### config.mk
export PLATFORM = sky130hd
export DESIGN_NAME = jdp_port
export DESIGN_NICKNAME = d
export VERILOG_FILES = /design/src/jdp_pkg.sv /design/src/jdp_port.sv /design/src/jdp_sync.sv
export SDC_FILE = /design/constraint.sdc
export NUM_CORES = 1
export LEC_CHECK = 0
export BUFFER_PORTS_ARGS = -buffer_cell sky130_fd_sc_hd__buf_2
export CAP_MARGIN = 40
export CORE_ASPECT_RATIO = 0.6
export CORE_MARGIN = 2
export CORE_UTILIZATION = 25
export DETAILED_ROUTE_END_ITERATION = 8
export HOLD_SLACK_MARGIN = 0.15
export RECOVER_POWER = 100
export SLEW_MARGIN = 0
export SYNTH_ARGS = -nofsm -noshare
export SYNTH_HDL_FRONTEND = slang
export SYNTH_HIERARCHICAL = 1
export SYNTH_SLANG_ARGS = --single-unit
export TNS_END_PERCENT = 1
### constraint.sdc
create_clock -name clock -period 3.5 [get_ports clock]
set_input_delay 0.7 -clock clock [delete_from_list [all_inputs] [get_ports clock]]
set_output_delay 0.7 -clock clock [all_outputs]
set_load 0.05 [all_outputs]
### src/jdp_pkg.sv
// jdp_pkg: shared types and constants for the test port pin logic
// assumes: a single 100 MHz system clock samples every test pin
package jdp_pkg;

	// tap controller states, one-hot
	typedef enum logic [15:0] {
		JDP_RESET   = 16'h0001,
		JDP_IDLE    = 16'h0002,
		JDP_SEL_DR  = 16'h0004,
		JDP_CAP_DR  = 16'h0008,
		JDP_SH_DR   = 16'h0010,
		JDP_EX1_DR  = 16'h0020,
		JDP_PAU_DR  = 16'h0040,
		JDP_EX2_DR  = 16'h0080,
		JDP_UPD_DR  = 16'h0100,
		JDP_SEL_IR  = 16'h0200,
		JDP_CAP_IR  = 16'h0400,
		JDP_SH_IR   = 16'h0800,
		JDP_EX1_IR  = 16'h1000,
		JDP_PAU_IR  = 16'h2000,
		JDP_EX2_IR  = 16'h4000,
		JDP_UPD_IR  = 16'h8000
	} jdp_state_t;

	localparam int          JDP_IR_W       = 4;
	localparam int          JDP_DR_W       = 32;
	localparam logic [3:0]  JDP_IR_RESET   = 4'h1;
	localparam logic [3:0]  JDP_IR_BYPASS  = 4'hf;
	localparam logic [3:0]  JDP_IR_DBG     = 4'h8;
	localparam int          JDP_EVT_CYC    = 4;
	localparam logic [2:0]  JDP_EVT_CNT_W0 = 3'h0;

	// test pins seen by the device
	typedef struct packed {
		logic tck;
		logic tms;
		logic tdi;
		logic trst_n;
	} jdp_pins_t;

	// test data output pin as value and enable
	typedef struct packed {
		logic o;
		logic oe;
	} jdp_tdo_t;

endpackage

### src/jdp_port.sv
// jdp_port: tap controller, instruction and data shifters, and the
// combined test-reset / debug-event pin of the debug test port
// assumes: tck is slow enough (80 ns) to be sampled by clock; debug events
// arrive as one-cycle pulses from logic on clock
// What this block does
// [RULE_01] all test logic but the debug-event pulse advances only on edges of the external, possibly gated, test clock
// [RULE_02] mode select is sampled at each test clock rise to step the controller
// [RULE_03] data input is sampled at each test clock rise into the shift path
// [RULE_04] data output is driven only in shift-ir and shift-dr, else released
// [RULE_05] data output changes only on test clock falling edges
// [RULE_06] a low on the combined pin, used as input, resets the controller
// [RULE_07] as programmed output, the combined pin pulses low on each debug event
// [RULE_08] while the combined pin is an output its reset input is ignored
// [RULE_09] host should assert test reset with hardware reset, unless debug needs otherwise; jdp_host keeps trst_n high through hardware reset
// [RULE_10] controller follows the sixteen-state sequence, entering reset on test reset
`timescale 1ns/1ps
module jdp_port
	import jdp_pkg::*;
#(
	parameter int EVT_CYC = JDP_EVT_CYC
) (
	// system
	input  wire logic               clock,
	input  wire logic               nrst,
	// test pins
	input  wire jdp_pkg::jdp_pins_t pins,
	output jdp_pkg::jdp_tdo_t       tdo,
	// combined pin as output
	output logic                    debug_event_out,
	output logic                    debug_event_oe,
	// core side
	input  wire logic               dbg_event,
	input  wire logic [31:0]        dbg_status,
	output logic [31:0]             dbg_cmd,
	output logic                    dbg_cmd_vld,
	output logic                    evt_mode
);
	import jdp_pkg::*;

	// ************************************************************
	// pin sampling
	// ************************************************************
	jdp_pins_t ps;

	jdp_sync #(
		.W    (4),
		.INIT (4'h5)
	) u_sync (
		.clock (clock),
		.nrst  (nrst),
		.din   (pins),
		.dout  (ps)
	);

	// ************************************************************
	// state
	// ************************************************************
	typedef struct packed {
		logic                tck;
		jdp_state_t          st;
		logic [JDP_IR_W-1:0] ir;
		logic [JDP_IR_W-1:0] ir_sh;
		logic [JDP_DR_W-1:0] dr_sh;
		logic                byp;
		logic                sh_bit;
		logic                tdo_o;
		logic                tdo_oe;
		logic                evt_en;
		logic [2:0]          evt_cnt;
		logic                de_out;
		logic                de_oe;
		logic [31:0]         cmd;
		logic                cmd_vld;
	} jdp_reg_t;

	jdp_reg_t s_r;
	jdp_reg_t s_nxt;

	logic rise;
	logic fall;
	logic trst_act;

	always_comb begin
		rise     = ps.tck & ~s_r.tck; // [RULE_01]
		fall     = ~ps.tck & s_r.tck; // [RULE_01]
		trst_act = ~ps.trst_n & ~s_r.evt_en; // [RULE_06] [RULE_08]
		s_nxt         = s_r;
		s_nxt.tck     = ps.tck;
		s_nxt.cmd_vld = 1'b0;

		// ********************************************************
		// controller
		// ********************************************************
		if (trst_act) begin
			s_nxt.st  = JDP_RESET; // [RULE_06] [RULE_10]
			s_nxt.ir  = JDP_IR_RESET;
			s_nxt.evt_en = 1'b0;
		end else if (rise) begin
			unique case (s_r.st) // [RULE_02] [RULE_10]
				JDP_RESET:  s_nxt.st = ps.tms ? JDP_RESET  : JDP_IDLE;
				JDP_IDLE:   s_nxt.st = ps.tms ? JDP_SEL_DR : JDP_IDLE;
				JDP_SEL_DR: s_nxt.st = ps.tms ? JDP_SEL_IR : JDP_CAP_DR;
				JDP_CAP_DR: s_nxt.st = ps.tms ? JDP_EX1_DR : JDP_SH_DR;
				JDP_SH_DR:  s_nxt.st = ps.tms ? JDP_EX1_DR : JDP_SH_DR;
				JDP_EX1_DR: s_nxt.st = ps.tms ? JDP_UPD_DR : JDP_PAU_DR;
				JDP_PAU_DR: s_nxt.st = ps.tms ? JDP_EX2_DR : JDP_PAU_DR;
				JDP_EX2_DR: s_nxt.st = ps.tms ? JDP_UPD_DR : JDP_SH_DR;
				JDP_UPD_DR: s_nxt.st = ps.tms ? JDP_SEL_DR : JDP_IDLE;
				JDP_SEL_IR: s_nxt.st = ps.tms ? JDP_RESET  : JDP_CAP_IR;
				JDP_CAP_IR: s_nxt.st = ps.tms ? JDP_EX1_IR : JDP_SH_IR;
				JDP_SH_IR:  s_nxt.st = ps.tms ? JDP_EX1_IR : JDP_SH_IR;
				JDP_EX1_IR: s_nxt.st = ps.tms ? JDP_UPD_IR : JDP_PAU_IR;
				JDP_PAU_IR: s_nxt.st = ps.tms ? JDP_EX2_IR : JDP_PAU_IR;
				JDP_EX2_IR: s_nxt.st = ps.tms ? JDP_UPD_IR : JDP_SH_IR;
				JDP_UPD_IR: s_nxt.st = ps.tms ? JDP_SEL_DR : JDP_IDLE;
				default:    s_nxt.st = JDP_RESET;
			endcase

			// actions of the state being left, as in a real tap
			unique case (s_r.st)
				JDP_RESET: s_nxt.ir = JDP_IR_RESET;
				JDP_CAP_IR: s_nxt.ir_sh = JDP_IR_RESET;
				JDP_SH_IR: begin
					s_nxt.ir_sh = {ps.tdi, s_r.ir_sh[JDP_IR_W-1:1]}; // [RULE_03]
				end
				JDP_UPD_IR: s_nxt.ir = s_r.ir_sh;
				JDP_CAP_DR: begin
					s_nxt.dr_sh = dbg_status;
					s_nxt.byp   = 1'b0;
				end
				JDP_SH_DR: begin
					s_nxt.dr_sh = {ps.tdi, s_r.dr_sh[JDP_DR_W-1:1]}; // [RULE_03]
					s_nxt.byp   = ps.tdi; // [RULE_03]
				end
				JDP_UPD_DR: begin
					if (s_r.ir == JDP_IR_DBG) begin
						// bit 0 of a debug write selects the pin role
						s_nxt.evt_en  = s_r.dr_sh[0]; // [RULE_07]
						s_nxt.cmd     = s_r.dr_sh;
						s_nxt.cmd_vld = 1'b1;
					end
				end
				default: ;
			endcase
		end

		// ********************************************************
		// data output, on test clock fall; enable also cleared on test reset
		// ********************************************************
		if (s_r.st == JDP_SH_IR)
			s_nxt.sh_bit = s_r.ir_sh[0];
		else if (s_r.ir == JDP_IR_DBG)
			s_nxt.sh_bit = s_r.dr_sh[0];
		else
			s_nxt.sh_bit = s_r.byp;
		if (trst_act) begin
			s_nxt.tdo_oe = 1'b0; // [RULE_04]
		end else if (fall) begin
			s_nxt.tdo_o  = s_r.sh_bit; // [RULE_05]
			s_nxt.tdo_oe = (s_r.st == JDP_SH_IR) || (s_r.st == JDP_SH_DR); // [RULE_04]
		end

		// ********************************************************
		// debug event pulse; stretched so a slow host can see it
		// ********************************************************
		s_nxt.de_oe = s_r.evt_en;
		if (!s_r.evt_en) begin
			s_nxt.evt_cnt = JDP_EVT_CNT_W0;
			s_nxt.de_out  = 1'b1;
		end else if (dbg_event) begin
			s_nxt.evt_cnt = 3'(EVT_CYC); // [RULE_07]
			s_nxt.de_out  = 1'b0; // [RULE_07]
		end else if (s_r.evt_cnt > 3'h1) begin
			s_nxt.evt_cnt = s_r.evt_cnt - 3'h1;
			s_nxt.de_out  = 1'b0;
		end else begin
			s_nxt.evt_cnt = JDP_EVT_CNT_W0;
			s_nxt.de_out  = 1'b1;
		end
	end

	always_ff @(posedge clock or negedge nrst) begin
		if (!nrst) begin
			s_r         <= '0;
			s_r.st      <= JDP_RESET;
			s_r.ir      <= JDP_IR_RESET;
			s_r.de_out  <= 1'b1;
		end else begin
			s_r <= s_nxt;
		end
	end

	// ************************************************************
	// outputs, all from flops
	// ************************************************************
	always_comb begin
		tdo.o           = s_r.tdo_o;
		tdo.oe          = s_r.tdo_oe;
		debug_event_out = s_r.de_out;
		debug_event_oe  = s_r.de_oe;
		dbg_cmd         = s_r.cmd;
		dbg_cmd_vld     = s_r.cmd_vld;
		evt_mode        = s_r.evt_en;
	end
endmodule

### src/jdp_sync.sv
// jdp_sync: two-flop synchroniser for a bundle of pin levels
// assumes: inputs are asynchronous to clock
`timescale 1ns/1ps
module jdp_sync #(
	parameter int W = 4,
	parameter logic [W-1:0] INIT = '0
) (
	// system
	input  wire logic         clock,
	input  wire logic         nrst,
	// levels
	input  wire logic [W-1:0] din,
	output logic      [W-1:0] dout
);
	logic [W-1:0] meta_r;

	always_ff @(posedge clock or negedge nrst) begin
		if (!nrst) begin
			meta_r <= INIT;
			dout   <= INIT;
		end else begin
			meta_r <= din;
			dout   <= meta_r;
		end
	end
endmodule

[Word level (Yosys, flattened, before mapping)]
Index checks and enable logic that the tools add are counted.
Widths: inputs -> output; s select.
Word-level totals
  register bits: 108
  latch bits: 0
  RAM bits: 0
  ROM bits: 0
  output and inout port bits: 38
  logic and storage cells: 94
  memories: 0
Cells by class
  $add $sub $neg: 1
  $mul: 0
  divide/modulo/power cells: 0
  $lt $le $gt $ge: 1
  equality and inequality tests: 17
  shift-type cells: 0
  muxes and demuxes: 33
  bitwise operators: 8
  reduce and logical (&&, ||, !) cells: 17
Operator list (count)
  $pmux 16 s12: 1
  $pmux 33 s2: 1
  $mux 57: 1
  $mux 16: 2
  $mux 20: 1
  $mux 9: 2
  $eq 16x1->1 const B: 1
  $eq 16x10->1 const B: 1
  $eq 16x11->1 const B: 1
  $eq 16x12->1 const B: 1
  $eq 16x13->1 const B: 1
  $eq 16x14->1 const B: 1
  $eq 16x15->1 const B: 1
  $eq 16x16->1 const B: 1
  $eq 16x2->1 const B: 1
  $eq 16x3->1 const B: 1
  $eq 16x4->1 const B: 1
  $eq 16x5->1 const B: 1
  $eq 16x6->1 const B: 1
  $eq 16x7->1 const B: 1
  $eq 16x8->1 const B: 1
  $eq 16x9->1 const B: 1
  $pmux 4 s2: 2
  $mux 15: 1
  other kinds (22): 50

[Depth between registers and ports, before layout]
  depth after elaboration: 5
  depth in mapped cells: 8

[Hierarchy]
The synthesis kept the hierarchy.
By module, submodules not included
  jdp_port: instances 1, cells each 468, area an instance 4941.0 um2
  jdp_sync: instances 1, cells each 8, area an instance 205.2 um2

[Worst setup path after synthesis]
No wires, ideal clock.
  path kind: register to register
  from: register s_r[95] (netlist bit)
  to: register s_r[42] (netlist bit)
  arrival time: 2537 ps
  setup slack: 842 ps
  cell stages (with the launch flop): 8
  buffers on the path: 2
  period minus slack after synthesis: 2658 ps
  path through: dfrtp_1 buf_6 or4_1 buf_2 or4_4 or3_4 a211o_1 a32o_1
On the way
  longest elaborated chain between the ends: 3
  elaborated cells on any way between the ends: 5
  classes of those cells: eq/ne: 2; mux: 1; reduce/logical: 2
Ends and longest elaborated chain
  start: declaration: line jdp_port.sv:76  | jdp_reg_t s_r;
  start signal: assignment: line jdp_port.sv:189  | s_r <= s_nxt;
  $eq 16x5->1 or $eq 16x4->1 (tied branches): line jdp_port.sv:120  | unique case (s_r.st)
  $reduce_bool 2->1 (no line)
  $reduce_and 3->1 (no line)
Several ways; a longest one is shown, not always the timed one.
A chain may end at the register's enable or synchronous reset.

[Final worst setup path]
  from: register s_r[95] (netlist bit)
  to: register s_r[57] (netlist bit)
Same word-level chain as after synthesis.

==> impl_metrics.toml <==
[outcome]
status = "finished, violations left"
violations = "capacitance limit, slew limit"

[sta]
grt_setup_unrepaired = "false"
setup_ws_ns = 0.536
fmax_ghz = 0.337
final_max_slew_viol_count = 41
min_period_over_period_pct = 84.7
totalNegativeSetupSlack_ns = 0
worst_pin_slew_ns = 2.31
layout_min_cycle_time_ns = 2.96
fin_worst_hold_slack_ns = 0.352
setup_viol = 0
finalHoldViolations = 0
fin_skew_ns = 0.00768
slew_headroom_pct = -54.3

[yosys]
synth_nets = 517
synth_top_area_share_pct = 49.1
synth.cell_area_um2 = 5150
yosysWarnings = 6
synth_edf_count = 0
synth_seq_cells = 108
synth_cells = 476
avgSynthCellArea_um2 = 10.8
synthDistinctLibCells = 55
yosysMostFrequentCell = "dfrtp_1"
synth_top_cells_by_count = "dfrtp_1, nand2_1, o21ai_0, buf_4, mux2_2"
synth_seq_area_share_pct = 52.7
synth_top_cell_by_area = "dfrtp_1"
async_flop_share_pct = 100
synth-main-ff-cell = "dfrtp_1"
ys_top_cells_by_area = "dfrtp_1, mux2_2, mux2i_1"

[route]
wire_per_inst_um = 15.1
viasPerCell = 4.50
dr.pass1.iters = 5
vias = 3535
antenna_left = 0
route.detailed.drc = 0
drt_iter0_markers = 359
finalWirelength_um = 11800

[setup_path]
crit_top_cell = "or4_1"
slowest_delay_ns = 0.68
cp_top_family = "simple AND/OR/NAND/NOR gates"
crit_path_max_fanout = 32
cp_cell_sequence = "or4_1 > or4_1 > nor3_1 > buf_12 > mux2i_1 > o21ai_0"
cp-end-kind = "register"
start_kind = "register"
crit_type = "register to register"
required_ns = 3.72
slowest_stage = "or4_1"
critPathBufInv = 1
worstPathArrival_ns = 3.18

[global_routing]
grt_use_met2_pct = 14.0
grt_max_degree = 69
grt_pass1_wl_um = 19100
use_met1_pct = 18.0
grt_overflow = 0
gr-usage-met3_pct = 4.73
grtUsageTotal_pct = 11.3
grt_pass1_vias = 3381
grt_busiest_layer = "met1"
antenna_found_initial = 2

[cts]
cts_tree = "yes"
post-cts-setup-buffers = 0
clk_latency_ns = 0.35
cts.sinks = 108
root_buffer = "clkbuf_16"
cts_hold_buf = 0
ctsResizeCount = 0
htree_levels = 3
clock_path_buffers = 2
path_clk_slew_ns = 0.08
cts_buffers = 9

[floorplan]
dieArea_um2 = 21800
start_util_pct = 25.6
pin_count = 77
rows = 40
die_width_um = 189
die_y_um = 115
core_area_um2 = 20100

[power_and_ir_drop]
total_power_w = 0.00238
p_per_area_nw_per_um2 = 412
ir_drop_mv = 0.247
leakagePower_nw = 2.50

[placement]
hpwl_um = 8310
io_buffers = 76
place_area_um2 = 5570
gp_congestion = 0.789
dp_slack_ns = 0.698

[finish]
syn_to_final_growth_pct = 12.4
drive_gt1_share_pct = 20.9
final_nets = 547
fillers = 2142
fin_area_um2 = 5790

[worst_hold_path]
hold_path.class = "register to register"

[run]
cap_violations = 1
## state kept, by name, summed over array words and instances (netlist names)
register,flops
dbg_cmd,32
dbg_cmd_vld,1
debug_event_oe,1
debug_event_out,1
evt_mode,1
s_r,62
tdo,2
u_sync/dout,4
u_sync/meta_r,4
## per-layer routing
| metal | wire length (µm) | vias up |
|---|---|---|
| li1 | - | 1712 |
| met1 | 6370 | 1703 |
| met2 | 4340 | 112 |
| met3 | 1100 | 6 |
| met4 | 16 | 2 |
| met5 | 13 | - |
## cell type report
| type | count | area, µm² | area share, % |
|---|---|---|---|
| antenna | 1 | 2.50 | 0.0433 |
| clock buffer | 9 | 225 | 3.89 |
| clock inverter | 7 | 65.1 | 1.12 |
| inverter | 11 | 41.3 | 0.714 |
| multi-input combinational | 292 | 1980 | 34.3 |
| sequential | 108 | 2710 | 46.9 |
| tap | 273 | 342 | 5.90 |
| timing repair buffer | 84 | 415 | 7.18 |
## report_power, final
part	total (W)	internal (W)	leakage [nW]	switching, W
logic	0.000109	0.0000388	1.05	0.0000704
registers	0.00126	0.00126	1.31	0.00000788
clock network	0.00101	0.000503	0.141	0.000505
## cells in the final DEF (no fill, tap or decap), types with 11 or more instances in the layout
master / n
nand2_1: 50
buf_2: 36
dfrtp_1: 101
o21ai_0: 52
clkbuf_1: 40
nor3_1: 14
mux2i_1: 32
nor2_1: 15
mux2_2: 33
inv_1: 11
## per-stage QoR
stage | util, % | instances
2_1_floorplan | - | 476
3_3_place_gp | 27.6 | 767
3_5_place_dp | 27.7 | 768
4_1_cts | 29.1 | 784
5_1_grt | 28.7 | 784
6_report | 28.8 | 785
## path summary, 6_finish.rpt
check	startpoint	slack [ns]	end	cells past startpoint
max	s_r[95]	0.54	s_r[57]	6
min	u_sync/meta_r[1]	0.35	u_sync/dout[1]	0
max reg2reg	s_r[95]	0.54	s_r[57]	6
min reg2reg	u_sync/meta_r[1]	0.35	u_sync/dout[1]	0
max in group asynchronous	nrst	1.14	dbg_cmd[3]	1
min in group asynchronous	nrst	1.04	dbg_cmd[18]	1
## logic make-up (layout without fill, tap and decap cells)
kind of cell,after synthesis,count (layout),synth area share [%]
mux,65,65,13.4
simple gates,129,129,13.2
xor+xnor,8,8,1.36
buf+inv,76,111,8.51
compound gates,88,88,10.3
flops,108,108,52.7
fa+ha+maj,2,2,0.486
other cells,0,1,0
(Power assumes the default switching activity.)
